**src/hw/adc_ctrl_pkg.sv**
```systemverilog
// Register map, field positions and shared types of the converter front end
package adc_ctrl_pkg;
  // ==========================================================================
  // Register map: each register owns a 0x10 block (base, clear, set, invert); result words answer only at base
  localparam logic [4:0] IDX_CON1 = 5'h00;
  localparam logic [4:0] IDX_CON2 = 5'h01;
  localparam logic [4:0] IDX_CON3 = 5'h02;
  localparam logic [4:0] IDX_CHS = 5'h03;
  localparam logic [4:0] IDX_PCFG = 5'h04;
  localparam logic [4:0] IDX_CSSL = 5'h05;
  localparam logic [4:0] IDX_BUF0 = 5'h06;
  localparam logic [4:0] IDX_LAST = 5'h15;
  localparam int NUM_CTL = 6;
  localparam int NUM_BUF = 16;
  localparam logic [1:0] ALIAS_BASE = 2'h0;
  localparam logic [1:0] ALIAS_CLR = 2'h1;
  localparam logic [1:0] ALIAS_SET = 2'h2;
  localparam logic [1:0] ALIAS_INV = 2'h3;
  // ==========================================================================
  // Implemented writable bits per control register
  localparam logic [31:0] MASK_CON1 = 32'h0000_a7f7;
  localparam logic [31:0] MASK_CON2 = 32'h0000_f43f;
  localparam logic [31:0] MASK_CON3 = 32'h0000_9fff;
  localparam logic [31:0] MASK_CHS = 32'h8f8f_0000;
  localparam logic [31:0] MASK_PCFG = 32'h0000_ffff;
  localparam logic [31:0] MASK_CSSL = 32'h0000_ffff;
  localparam logic [31:0] RESET_CTL = 32'h0000_0000;
  // ==========================================================================
  // Field positions
  localparam int C1_ON = 15;
  localparam int C1_FORM = 8;
  localparam int C1_SSRC = 5;
  localparam int C1_STOP_ON_FIRST_IRQ = 4;
  localparam int C1_SAMPLE_AUTOSTART = 2;
  localparam int C1_SAMPLE_ACTIVE = 1;
  localparam int C1_DONE = 0;
  localparam int C2_VCFG = 13;
  localparam int C2_OFFSET_CALIBRATION = 12;
  localparam int C2_SCAN_ENABLE = 10;
  localparam int C2_BUFFER_HALF_STATUS = 7;
  localparam int C2_SMPI = 2;
  localparam int C2_SPLIT_BUFFER_MODE = 1;
  localparam int C2_ALTERNATE_MUX_MODE = 0;
  localparam int C3_CONVERSION_CLOCK_SOURCE = 15;
  localparam int C3_SAMC = 8;
  localparam int C3_ADCS = 0;
  localparam int CHS_NB = 31;
  localparam int CHS_SB = 24;
  localparam int CHS_NA = 23;
  localparam int CHS_SA = 16;
  // ==========================================================================
  // Trigger sources and output formats
  localparam logic [2:0] TRIG_SOFT = 3'h0;
  localparam logic [2:0] TRIG_PIN = 3'h1;
  localparam logic [2:0] TRIG_TIMER = 3'h2;
  localparam logic [2:0] TRIG_COUNT = 3'h7;
  localparam logic [2:0] FMT_INT16 = 3'h0;
  localparam logic [2:0] FMT_FRAC16 = 3'h2;
  localparam logic [2:0] FMT_SFRAC16 = 3'h3;
  localparam logic [2:0] FMT_INT32 = 3'h4;
  localparam logic [2:0] FMT_SINT32 = 3'h5;
  localparam logic [2:0] FMT_FRAC32 = 3'h6;
  localparam logic [2:0] FMT_SFRAC32 = 3'h7;
  localparam logic [3:0] HALF_SPLIT = 4'h8;
  // ==========================================================================
  // Types
  typedef enum logic [1:0] {
    ST_IDLE = 2'b00,
    ST_SAMPLE = 2'b01,
    ST_CONVERT = 2'b11
  } seq_state_t;

  typedef struct packed {
    logic sample;
    logic convert_start;
    logic [3:0] pos_sel;
    logic neg_sel;
    logic [2:0] reference_config;
    logic offset_calibration;
    logic conversion_clock_source;
  } analog_ctrl_t;
endpackage : adc_ctrl_pkg

```
**src/hw/adc_control_register_interface.sv**
```systemverilog
// Register front end and conversion sequencer of the 10-bit converter
//
// Register access over APB and the address map were chosen for this implementation.
`timescale 1ns/1ps
// What this block does
// - Unimplemented locations and bits read zero
// - Clear alias at +0x4 clears bits
// - Set alias at +0x8 sets bits
// - Invert alias at +0xC toggles bits
// - Sixteen readable 32-bit result words
// - Result reformatted to 32 bits on read
// - Two mux settings, switched between conversions only
// - Scan converts only selected channels
// - One analog/digital bit per pin
// - Per setting 4-bit positive, 1-bit negative select
// - Control registers implement low 16 bits, except input select, which implements upper 16 bits
// - Channel selectors address sixteen channels
// - Differential conversion against selected negative input
// - Three-bit format field selects read-out format
// - Three-bit trigger field selects sampling end
// - Auto sampling clears done at sample start
// - Stop option clears auto-start on interrupt
module adc_control_register_interface (
  input wire logic clk_sys,
  input wire logic sys_rst,
  input wire logic psel,
  input wire logic penable,
  input wire logic pwrite,
  input wire logic [8:0] paddr,
  input wire logic [31:0] pwdata,
  output logic [31:0] prdata,
  output logic pready,
  output logic pslverr,
  input wire logic pin_trigger,
  input wire logic timer_match,
  input wire logic conv_done,
  input wire logic [9:0] conv_data,
  output adc_ctrl_pkg::analog_ctrl_t analog_ctrl,
  output logic [15:0] pin_digital_mode_bit,
  output logic conv_irq
);

  // ==========================================================================
  // Storage
  logic [31:0] ctl [adc_ctrl_pkg::NUM_CTL];
  logic [9:0] result_mem [adc_ctrl_pkg::NUM_BUF];
  logic buffer_half_status;
  logic [3:0] wr_ptr;
  logic [3:0] seq_cnt;
  logic [3:0] scan_ch;
  logic use_mux_b;
  logic [14:0] sample_active_cnt;
  adc_ctrl_pkg::seq_state_t state;
  adc_ctrl_pkg::seq_state_t next_state;
  logic [31:0] next_con1;
  logic [31:0] read_value;
  logic addr_ok;

  // ==========================================================================
  // Field views
  logic [4:0] idx;
  logic [1:0] alias_sel;
  logic ctl_hit;
  logic wr_fire;
  logic [2:0] output_format_select;
  logic [2:0] trigger_source_select;
  logic [3:0] sequences_per_irq;
  logic [4:0] auto_sample_time;
  logic [7:0] conversion_clock_divider;
  logic [9:0] tad_cycles;
  logic [14:0] sample_target;
  logic trig_fire;
  logic hw_set_sample_active;
  logic hw_clear_sample_active;
  logic conv_finish;
  logic irq_fire;

  assign idx = paddr[8:4];
  assign alias_sel = paddr[3:2];
  assign ctl_hit = (paddr[1:0] == 2'h0) && (idx < adc_ctrl_pkg::IDX_BUF0);
  // Write takes effect only at the access edge; pready is high from the first clock after reset
  assign wr_fire = psel && penable && pwrite && pready;
  assign output_format_select = ctl[0][adc_ctrl_pkg::C1_FORM +: 3];
  assign trigger_source_select = ctl[0][adc_ctrl_pkg::C1_SSRC +: 3];
  assign sequences_per_irq = ctl[1][adc_ctrl_pkg::C2_SMPI +: 4];
  assign auto_sample_time = ctl[2][adc_ctrl_pkg::C3_SAMC +: 5];
  assign conversion_clock_divider = ctl[2][adc_ctrl_pkg::C3_ADCS +: 8];
  // One conversion clock period is 2 * (divider + 1) system clocks
  assign tad_cycles = {1'b0, conversion_clock_divider, 1'b0} + 10'h002;
  assign sample_target = 15'(auto_sample_time * tad_cycles);

  function automatic logic [31:0] mask_of(input int i);
    case (i)
      0: mask_of = adc_ctrl_pkg::MASK_CON1;
      1: mask_of = adc_ctrl_pkg::MASK_CON2;
      2: mask_of = adc_ctrl_pkg::MASK_CON3;
      3: mask_of = adc_ctrl_pkg::MASK_CHS;
      4: mask_of = adc_ctrl_pkg::MASK_PCFG;
      default: mask_of = adc_ctrl_pkg::MASK_CSSL;
    endcase
  endfunction : mask_of

  function automatic logic [31:0] alias_write(
    input logic [31:0] old,
    input logic [31:0] wd,
    input logic [31:0] mask,
    input logic [1:0] al
  );
    logic [31:0] r;
    case (al)
      adc_ctrl_pkg::ALIAS_BASE: r = wd;
      adc_ctrl_pkg::ALIAS_CLR: r = old & ~wd;
      adc_ctrl_pkg::ALIAS_SET: r = old | wd;
      adc_ctrl_pkg::ALIAS_INV: r = old ^ wd;
      default: r = old;
    endcase
    alias_write = r & mask;
  endfunction : alias_write

  // Raw code is offset binary; signed formats flip the top bit
  function automatic logic [31:0] format_result(input logic [9:0] d, input logic [2:0] f);
    logic [9:0] s;
    s = {~d[9], d[8:0]};
    case (f)
      adc_ctrl_pkg::FMT_FRAC16: format_result = {16'h0000, d, 6'h00};
      adc_ctrl_pkg::FMT_SFRAC16: format_result = {16'h0000, s, 6'h00};
      adc_ctrl_pkg::FMT_INT32: format_result = {22'h000000, d};
      adc_ctrl_pkg::FMT_SINT32: format_result = {{22{s[9]}}, s};
      adc_ctrl_pkg::FMT_FRAC32: format_result = {d, 22'h000000};
      adc_ctrl_pkg::FMT_SFRAC32: format_result = {s, 22'h000000};
      default: format_result = {22'h000000, d};
    endcase
  endfunction : format_result

  // Next selected channel after the current one, wrapping round
  function automatic logic [3:0] next_scan(input logic [3:0] cur, input logic [15:0] sel);
    logic found;
    logic [3:0] cand;
    found = 1'b0;
    next_scan = cur;
    for (int i = 1; i <= 16; i++) begin
      cand = cur + 4'(i);
      if (!found && sel[cand]) begin
        next_scan = cand;
        found = 1'b1;
      end
    end
  endfunction : next_scan

  // ==========================================================================
  // Register read mux
  always_comb begin
    read_value = 32'h0000_0000;
    addr_ok = (paddr[1:0] == 2'h0) && (idx <= adc_ctrl_pkg::IDX_LAST);
    if (ctl_hit) begin
      // Alias locations read back zero; writes to them clear, set or invert bits
      if (alias_sel == adc_ctrl_pkg::ALIAS_BASE) begin
        read_value = ctl[idx[2:0]] & mask_of(int'(idx));
        if (idx == adc_ctrl_pkg::IDX_CON2) begin
          read_value[adc_ctrl_pkg::C2_BUFFER_HALF_STATUS] = buffer_half_status;
        end
      end
    end else if (addr_ok) begin
      if (alias_sel != adc_ctrl_pkg::ALIAS_BASE) begin
        addr_ok = 1'b0;
      end else begin
        read_value = format_result(result_mem[4'(idx - adc_ctrl_pkg::IDX_BUF0)],
                                   output_format_select);
      end
    end
  end

  // ==========================================================================
  // Bus slave: zero wait states, read data captured in the setup cycle
  always_ff @(posedge clk_sys or posedge sys_rst) begin
    if (sys_rst) begin
      prdata <= 32'h0000_0000;
      pready <= 1'b0;
      pslverr <= 1'b0;
    end else begin
      pready <= 1'b1;
      if (psel && !penable) begin
        prdata <= pwrite ? 32'h0000_0000 : read_value;
        pslverr <= !addr_ok;
      end
    end
  end

  // ==========================================================================
  // Sequencer events
  always_comb begin
    case (trigger_source_select)
      adc_ctrl_pkg::TRIG_PIN: trig_fire = pin_trigger;
      adc_ctrl_pkg::TRIG_TIMER: trig_fire = timer_match;
      adc_ctrl_pkg::TRIG_COUNT: trig_fire = (sample_active_cnt + 15'h0001) >= sample_target;
      default: trig_fire = 1'b0;
    endcase
  end

  assign hw_set_sample_active = (state == adc_ctrl_pkg::ST_IDLE) && ctl[0][adc_ctrl_pkg::C1_ON] &&
                       ctl[0][adc_ctrl_pkg::C1_SAMPLE_AUTOSTART] && !ctl[0][adc_ctrl_pkg::C1_SAMPLE_ACTIVE];
  assign hw_clear_sample_active = (state == adc_ctrl_pkg::ST_SAMPLE) && trig_fire;
  assign conv_finish = (state == adc_ctrl_pkg::ST_CONVERT) && conv_done;
  assign irq_fire = conv_finish && (seq_cnt == sequences_per_irq);

  always_comb begin
    next_state = state;
    case (state)
      adc_ctrl_pkg::ST_IDLE: begin
        if (ctl[0][adc_ctrl_pkg::C1_ON] && ctl[0][adc_ctrl_pkg::C1_SAMPLE_ACTIVE]) begin
          next_state = adc_ctrl_pkg::ST_SAMPLE;
        end
      end
      adc_ctrl_pkg::ST_SAMPLE: begin
        if (!ctl[0][adc_ctrl_pkg::C1_ON]) begin
          next_state = adc_ctrl_pkg::ST_IDLE;
        end else if (!ctl[0][adc_ctrl_pkg::C1_SAMPLE_ACTIVE]) begin
          next_state = adc_ctrl_pkg::ST_CONVERT;
        end
      end
      adc_ctrl_pkg::ST_CONVERT: begin
        if (conv_done || !ctl[0][adc_ctrl_pkg::C1_ON]) begin
          next_state = adc_ctrl_pkg::ST_IDLE;
        end
      end
      default: next_state = adc_ctrl_pkg::ST_IDLE;
    endcase
  end

  always_ff @(posedge clk_sys or posedge sys_rst) begin
    if (sys_rst) begin
      state <= adc_ctrl_pkg::ST_IDLE;
      sample_active_cnt <= 15'h0000;
    end else begin
      state <= next_state;
      sample_active_cnt <= (state == adc_ctrl_pkg::ST_SAMPLE) ? sample_active_cnt + 15'h0001 : 15'h0000;
    end
  end

  // ==========================================================================
  // Control registers; hardware updates win over a same-cycle software write
  always_comb begin
    next_con1 = ctl[0];
    if (wr_fire && ctl_hit && idx == adc_ctrl_pkg::IDX_CON1) begin
      next_con1 = alias_write(ctl[0], pwdata, adc_ctrl_pkg::MASK_CON1, alias_sel);
    end
    if (hw_clear_sample_active) begin
      next_con1[adc_ctrl_pkg::C1_SAMPLE_ACTIVE] = 1'b0;
    end
    if (hw_set_sample_active) begin
      next_con1[adc_ctrl_pkg::C1_SAMPLE_ACTIVE] = 1'b1;
      next_con1[adc_ctrl_pkg::C1_DONE] = 1'b0;
    end
    if (conv_finish) begin
      next_con1[adc_ctrl_pkg::C1_DONE] = 1'b1;
    end
    if (irq_fire && ctl[0][adc_ctrl_pkg::C1_STOP_ON_FIRST_IRQ]) begin
      next_con1[adc_ctrl_pkg::C1_SAMPLE_AUTOSTART] = 1'b0;
    end
  end

  always_ff @(posedge clk_sys or posedge sys_rst) begin
    if (sys_rst) begin
      for (int i = 0; i < adc_ctrl_pkg::NUM_CTL; i++) begin
        ctl[i] <= adc_ctrl_pkg::RESET_CTL;
      end
    end else begin
      ctl[0] <= next_con1;
      for (int i = 1; i < adc_ctrl_pkg::NUM_CTL; i++) begin
        if (wr_fire && ctl_hit && idx == 5'(i)) begin
          ctl[i] <= alias_write(ctl[i], pwdata, mask_of(i), alias_sel);
        end
      end
    end
  end

  // ==========================================================================
  // Result buffer and sequence bookkeeping; result words have no write path
  always_ff @(posedge clk_sys) begin
    if (conv_finish) begin
      result_mem[wr_ptr] <= conv_data;
    end
  end

  always_ff @(posedge clk_sys or posedge sys_rst) begin
    if (sys_rst) begin
      wr_ptr <= 4'h0;
      seq_cnt <= 4'h0;
      buffer_half_status <= 1'b0;
      use_mux_b <= 1'b0;
      scan_ch <= 4'h0;
      conv_irq <= 1'b0;
    end else begin
      conv_irq <= irq_fire;
      if (conv_finish) begin
        if (ctl[1][adc_ctrl_pkg::C2_SCAN_ENABLE] && !use_mux_b) begin
          scan_ch <= next_scan(analog_ctrl.pos_sel, ctl[5][15:0]);
        end
        if (irq_fire) begin
          seq_cnt <= 4'h0;
          use_mux_b <= 1'b0;
          if (ctl[1][adc_ctrl_pkg::C2_SPLIT_BUFFER_MODE]) begin
            buffer_half_status <= !buffer_half_status;
            wr_ptr <= buffer_half_status ? 4'h0 : adc_ctrl_pkg::HALF_SPLIT;
          end else begin
            wr_ptr <= 4'h0;
          end
        end else begin
          seq_cnt <= seq_cnt + 4'h1;
          wr_ptr <= wr_ptr + 4'h1;
          use_mux_b <= ctl[1][adc_ctrl_pkg::C2_ALTERNATE_MUX_MODE] && !use_mux_b;
        end
      end
    end
  end

  // ==========================================================================
  // Analog side controls; channel selection is latched only at sample start
  always_ff @(posedge clk_sys or posedge sys_rst) begin
    if (sys_rst) begin
      analog_ctrl <= '0;
      pin_digital_mode_bit <= 16'h0000;
    end else begin
      analog_ctrl.sample <= (next_state == adc_ctrl_pkg::ST_SAMPLE);
      analog_ctrl.convert_start <= (state == adc_ctrl_pkg::ST_SAMPLE) &&
                                   (next_state == adc_ctrl_pkg::ST_CONVERT);
      analog_ctrl.reference_config <= ctl[1][adc_ctrl_pkg::C2_VCFG +: 3];
      analog_ctrl.offset_calibration <= ctl[1][adc_ctrl_pkg::C2_OFFSET_CALIBRATION];
      analog_ctrl.conversion_clock_source <= ctl[2][adc_ctrl_pkg::C3_CONVERSION_CLOCK_SOURCE];
      pin_digital_mode_bit <= ctl[4][15:0];
      if (state == adc_ctrl_pkg::ST_IDLE && next_state == adc_ctrl_pkg::ST_SAMPLE) begin
        if (use_mux_b) begin
          analog_ctrl.pos_sel <= ctl[3][adc_ctrl_pkg::CHS_SB +: 4];
          analog_ctrl.neg_sel <= ctl[3][adc_ctrl_pkg::CHS_NB];
        end else begin
          // Scan resumes at the first selected channel at or after scan_ch, so unselected inputs are skipped
          analog_ctrl.pos_sel <= ctl[1][adc_ctrl_pkg::C2_SCAN_ENABLE] ?
                                 next_scan(scan_ch - 4'h1, ctl[5][15:0]) :
                                 ctl[3][adc_ctrl_pkg::CHS_SA +: 4];
          analog_ctrl.neg_sel <= ctl[3][adc_ctrl_pkg::CHS_NA];
        end
      end
    end
  end

endmodule : adc_control_register_interface

```
**config.mk**
```make
export PLATFORM = sky130hd
export DESIGN_NAME = adc_control_register_interface
export DESIGN_NICKNAME = d
export VERILOG_FILES = /design/src/hw/adc_ctrl_pkg.sv /design/src/hw/adc_control_register_interface.sv
export SDC_FILE = /design/constraint.sdc
export NUM_CORES = 1
export LEC_CHECK = 0
export ABC_AREA = 0
export BUFFER_PORTS_ARGS = -buffer_cell sky130_fd_sc_hd__buf_2
export CAP_MARGIN = 20
export CORE_MARGIN = 10
export CORE_UTILIZATION = 70
export CTS_BUF_LIST = sky130_fd_sc_hd__clkbuf_4
export DETAILED_ROUTE_END_ITERATION = 8
export HOLD_SLACK_MARGIN = 0.03
export PLACE_DENSITY_LB_ADDON = 0.3
export SETUP_SLACK_MARGIN = 0.3
export SYNTH_ARGS = -nofsm -noshare
export SYNTH_HDL_FRONTEND = slang
export SYNTH_SLANG_ARGS = --single-unit
```
**constraint.sdc**
```tcl
create_clock -name clk_sys -period 18.2 [get_ports clk_sys]
set_input_delay 4.55 -clock clk_sys [delete_from_list [all_inputs] [get_ports clk_sys]]
set_output_delay 4.55 -clock clk_sys [all_outputs]
set_load 0.005 [all_outputs]
```
==> results.toml <==
[global_route]
grt.busiest_layer = "met2"
grt_usage = 0.333
grtUsageMet3 = 0.0655
grt_use_met2 = 0.540
grt_overflow = 0
grt_max_degree = 140
grt_util_met1 = 0.411
grt_pass1_wl_um = 111000
grt_pass1_vias = 20200
antenna_found_initial = 3

[placement]
numPortBuffers = 115
dp_hpwl_um = 49800
gp_congestion = 0.957
place_area_um2 = 25100

[sta]
setup_viol = 0
timing.final.crit_share = 0.419
finalClockSkew_ns = 0.0526
hold_violations = 0
worstMarginPinSlew_ns = 1.15
slew_headroom = 0.231
slew_violations = 0
final.setup.tns_ns = 0
rsz0062_at_grt = "false"
period_needed_ns = 7.62
clock.fmax_ghz = 0.131

[power]
power_density_nw_per_um2 = 92.7
leakage_nw = 11.2
ir_drop_mv = 0.180

[floorplan]
rows = 68
coreArea_um2 = 34500
io_pins = 122
die_h_um = 207
start_util = 0.708
dieArea_um2 = 42700
die_x_um = 207

[clock_network]
clk_latency_ns = 0.81
root_buffer = "clkbuf_4"
cts_resized = 0
htree_levels = 3
cts_tree = "yes"
path_clk_slew_ns = 0.06
cts_sinks = 332
clk_path_buf_depth = 3
cts_buffers = 86
cts-hold-fix-buffers = 0
post_cts_buffers = 0

[synth]
synth_area_um2 = 24400
synthFlopType = "dfrtp_1"
syn_area_per_cell_um2 = 10.0
ys_ff_latch = 332
synthTopCellsByArea = "edfxtp_1, dfrtp_1, ha_1"
synth_cells = 2439
synthTopCellsByCount = "ha_1, a21oi_1, nand2_1"
yosys.cell_count.top_type = "ha_1"
synth_seq_area_share = 0.373
synth_top_area_share = 0.197
ys_async_sr_fraction = 0.518
yosys.area.top_type = "edfxtp_1"
post_synth_num_cell_types = 97
synth_fp_nets = 2737
yosys_warnings = 0
synth-edff-count = 160

[final_layout]
syn_to_final_growth_pct = 7.31
nFillCells = 2242
multi_input_area_um2 = 13900
area.sequential_um2 = 9110
final_cell_area_um2 = 26200
nets = 2809
drive_gt1_frac = 0.164

[drt]
drt.antenna.violating_nets = 0
drtIter0Drc = 2881
drt_pass1_iterations = 6
num_vias = 20300
wire_per_inst_um = 23.4
vias_per_cell = 6.70
drt_drc_violations_left = 0
routed_wirelength_um = 70900

[outcome]
status = "complete, no violations"

[min_path]
hold_class = "flop to flop"

[setup_path]
arrival_ns = 8.31
cp-start-kind = "input pin"
worstPathRequired_ns = 18.89
worstSetupEndpointType = "flop"
crit_fanout = 62
crit_type = "input pin to flop"

[job]
maxCapViolations = 0
## where the power goes
| group | internal [mW] | switching, mW |
|---|---|---|
| Sequential | 0.809 | 0.0344 |
| Combinational | 0.340 | 0.575 |
| Clock | 0.329 | 0.338 |
| Total | 1.48 | 0.947 |
## placed cells by master, fill, tap and decap left out, types with 26 or more instances in the layout
cell      synthesis  routed
ha_1            218     218
a21oi_1         212     212
nand2_1         190     190
inv_1           179     178
dfrtp_1         172     172
nor2_1          171     171
edfxtp_1        160     160
o21ai_0         152     152
clkbuf_4          0     122
buf_2            18     112
mux4_2          103     103
nor3_1           81      80
a211oi_1         79      79
nor2b_1          73      73
mux2i_1          65      65
nand3_1          34      34
xnor2_1          32      32
and2_1           31      31
clkinv_1          5      28
nand2b_1         26      26
## final cells by class
class	count	share of cell area
diodes	3	0.000287
clock buffers	122	0.0350
inverters	187	0.0271
clock inverters	35	0.00755
multi-input cells	1772	0.533
repair buffers	132	0.0273
flip-flops and latches	332	0.348
well taps	455	0.0218
## metrics by stage
| step | std cells | setup slack (ns) | power (mW) | utilization | hold slack (ns) |
|---|---|---|---|---|---|
| 2_1_floorplan | 2439 | 8.99 | 1.52 | - | 0.378 |
| 3_3_place_gp | 2878 | 9.94 | 1.72 | 0.727 | 0.403 |
| 6_report | 3038 | 10.58 | 2.43 | 0.760 | 0.416 |
| 5_1_grt | 3036 | 10.43 | 2.54 | 0.759 | 0.447 |
| 4_1_cts | 3035 | 10.70 | 2.41 | 0.759 | 0.417 |
| 3_5_place_dp | 2878 | 9.84 | 1.75 | 0.727 | 0.405 |
## state kept, by name, summed over array words and instances, names as in the netlist, 2 cells and up
signal,flops
analog_ctrl,12
auto_sample_time,5
conversion_clock_divider,8
ctl,66
pin_digital_mode_bit,16
prdata,31
result_mem,160
sample_active_cnt,15
scan_ch,4
seq_cnt,4
state,2
wr_ptr,4
## per-layer routing
metal  wire, µm  vias up
met5          0        -
met4       4030        0
met3       6630      283
met2      34100     1251
met1      26200     9770
li1           -     9037
## final timing paths
path / from / end / slack [ns] / cells after the start
worst max-delay path: paddr[5] / prdata[19] / 10.58 / 8
worst min-delay path: ctl[44] / pin_digital_mode_bit[12] / 0.42 / 0
worst max register to register: scan_ch[0] / analog_ctrl[8] / 11.75 / 15
worst min register to register: ctl[44] / pin_digital_mode_bit[12] / 0.42 / 0
max in group asynchronous: sys_rst / prdata[2] / 12.85 / 3
min in group asynchronous: sys_rst / scan_ch[3] / 3.88 / 2
## worst max-delay path, stage by stage
cell and delay, ns:
buf_2 0.08, buf_4 0.69, inv_1 0.36, ha_1 0.76, mux4_2 0.51, nor3_2 0.80, a21oi_1 0.27, o21ai_0 0.23
## logic make-up after synthesis
family | count (synthesis) | share of synthesized area
compound gates | 617 | 0.155
xor+xnor | 56 | 0.0204
mux | 196 | 0.135
fa+ha+maj | 239 | 0.129
buf+inv | 335 | 0.0550
other cells | 1 | 0.000154
simple gates | 663 | 0.132
flops | 332 | 0.373
(Power assumes the default switching activity.)
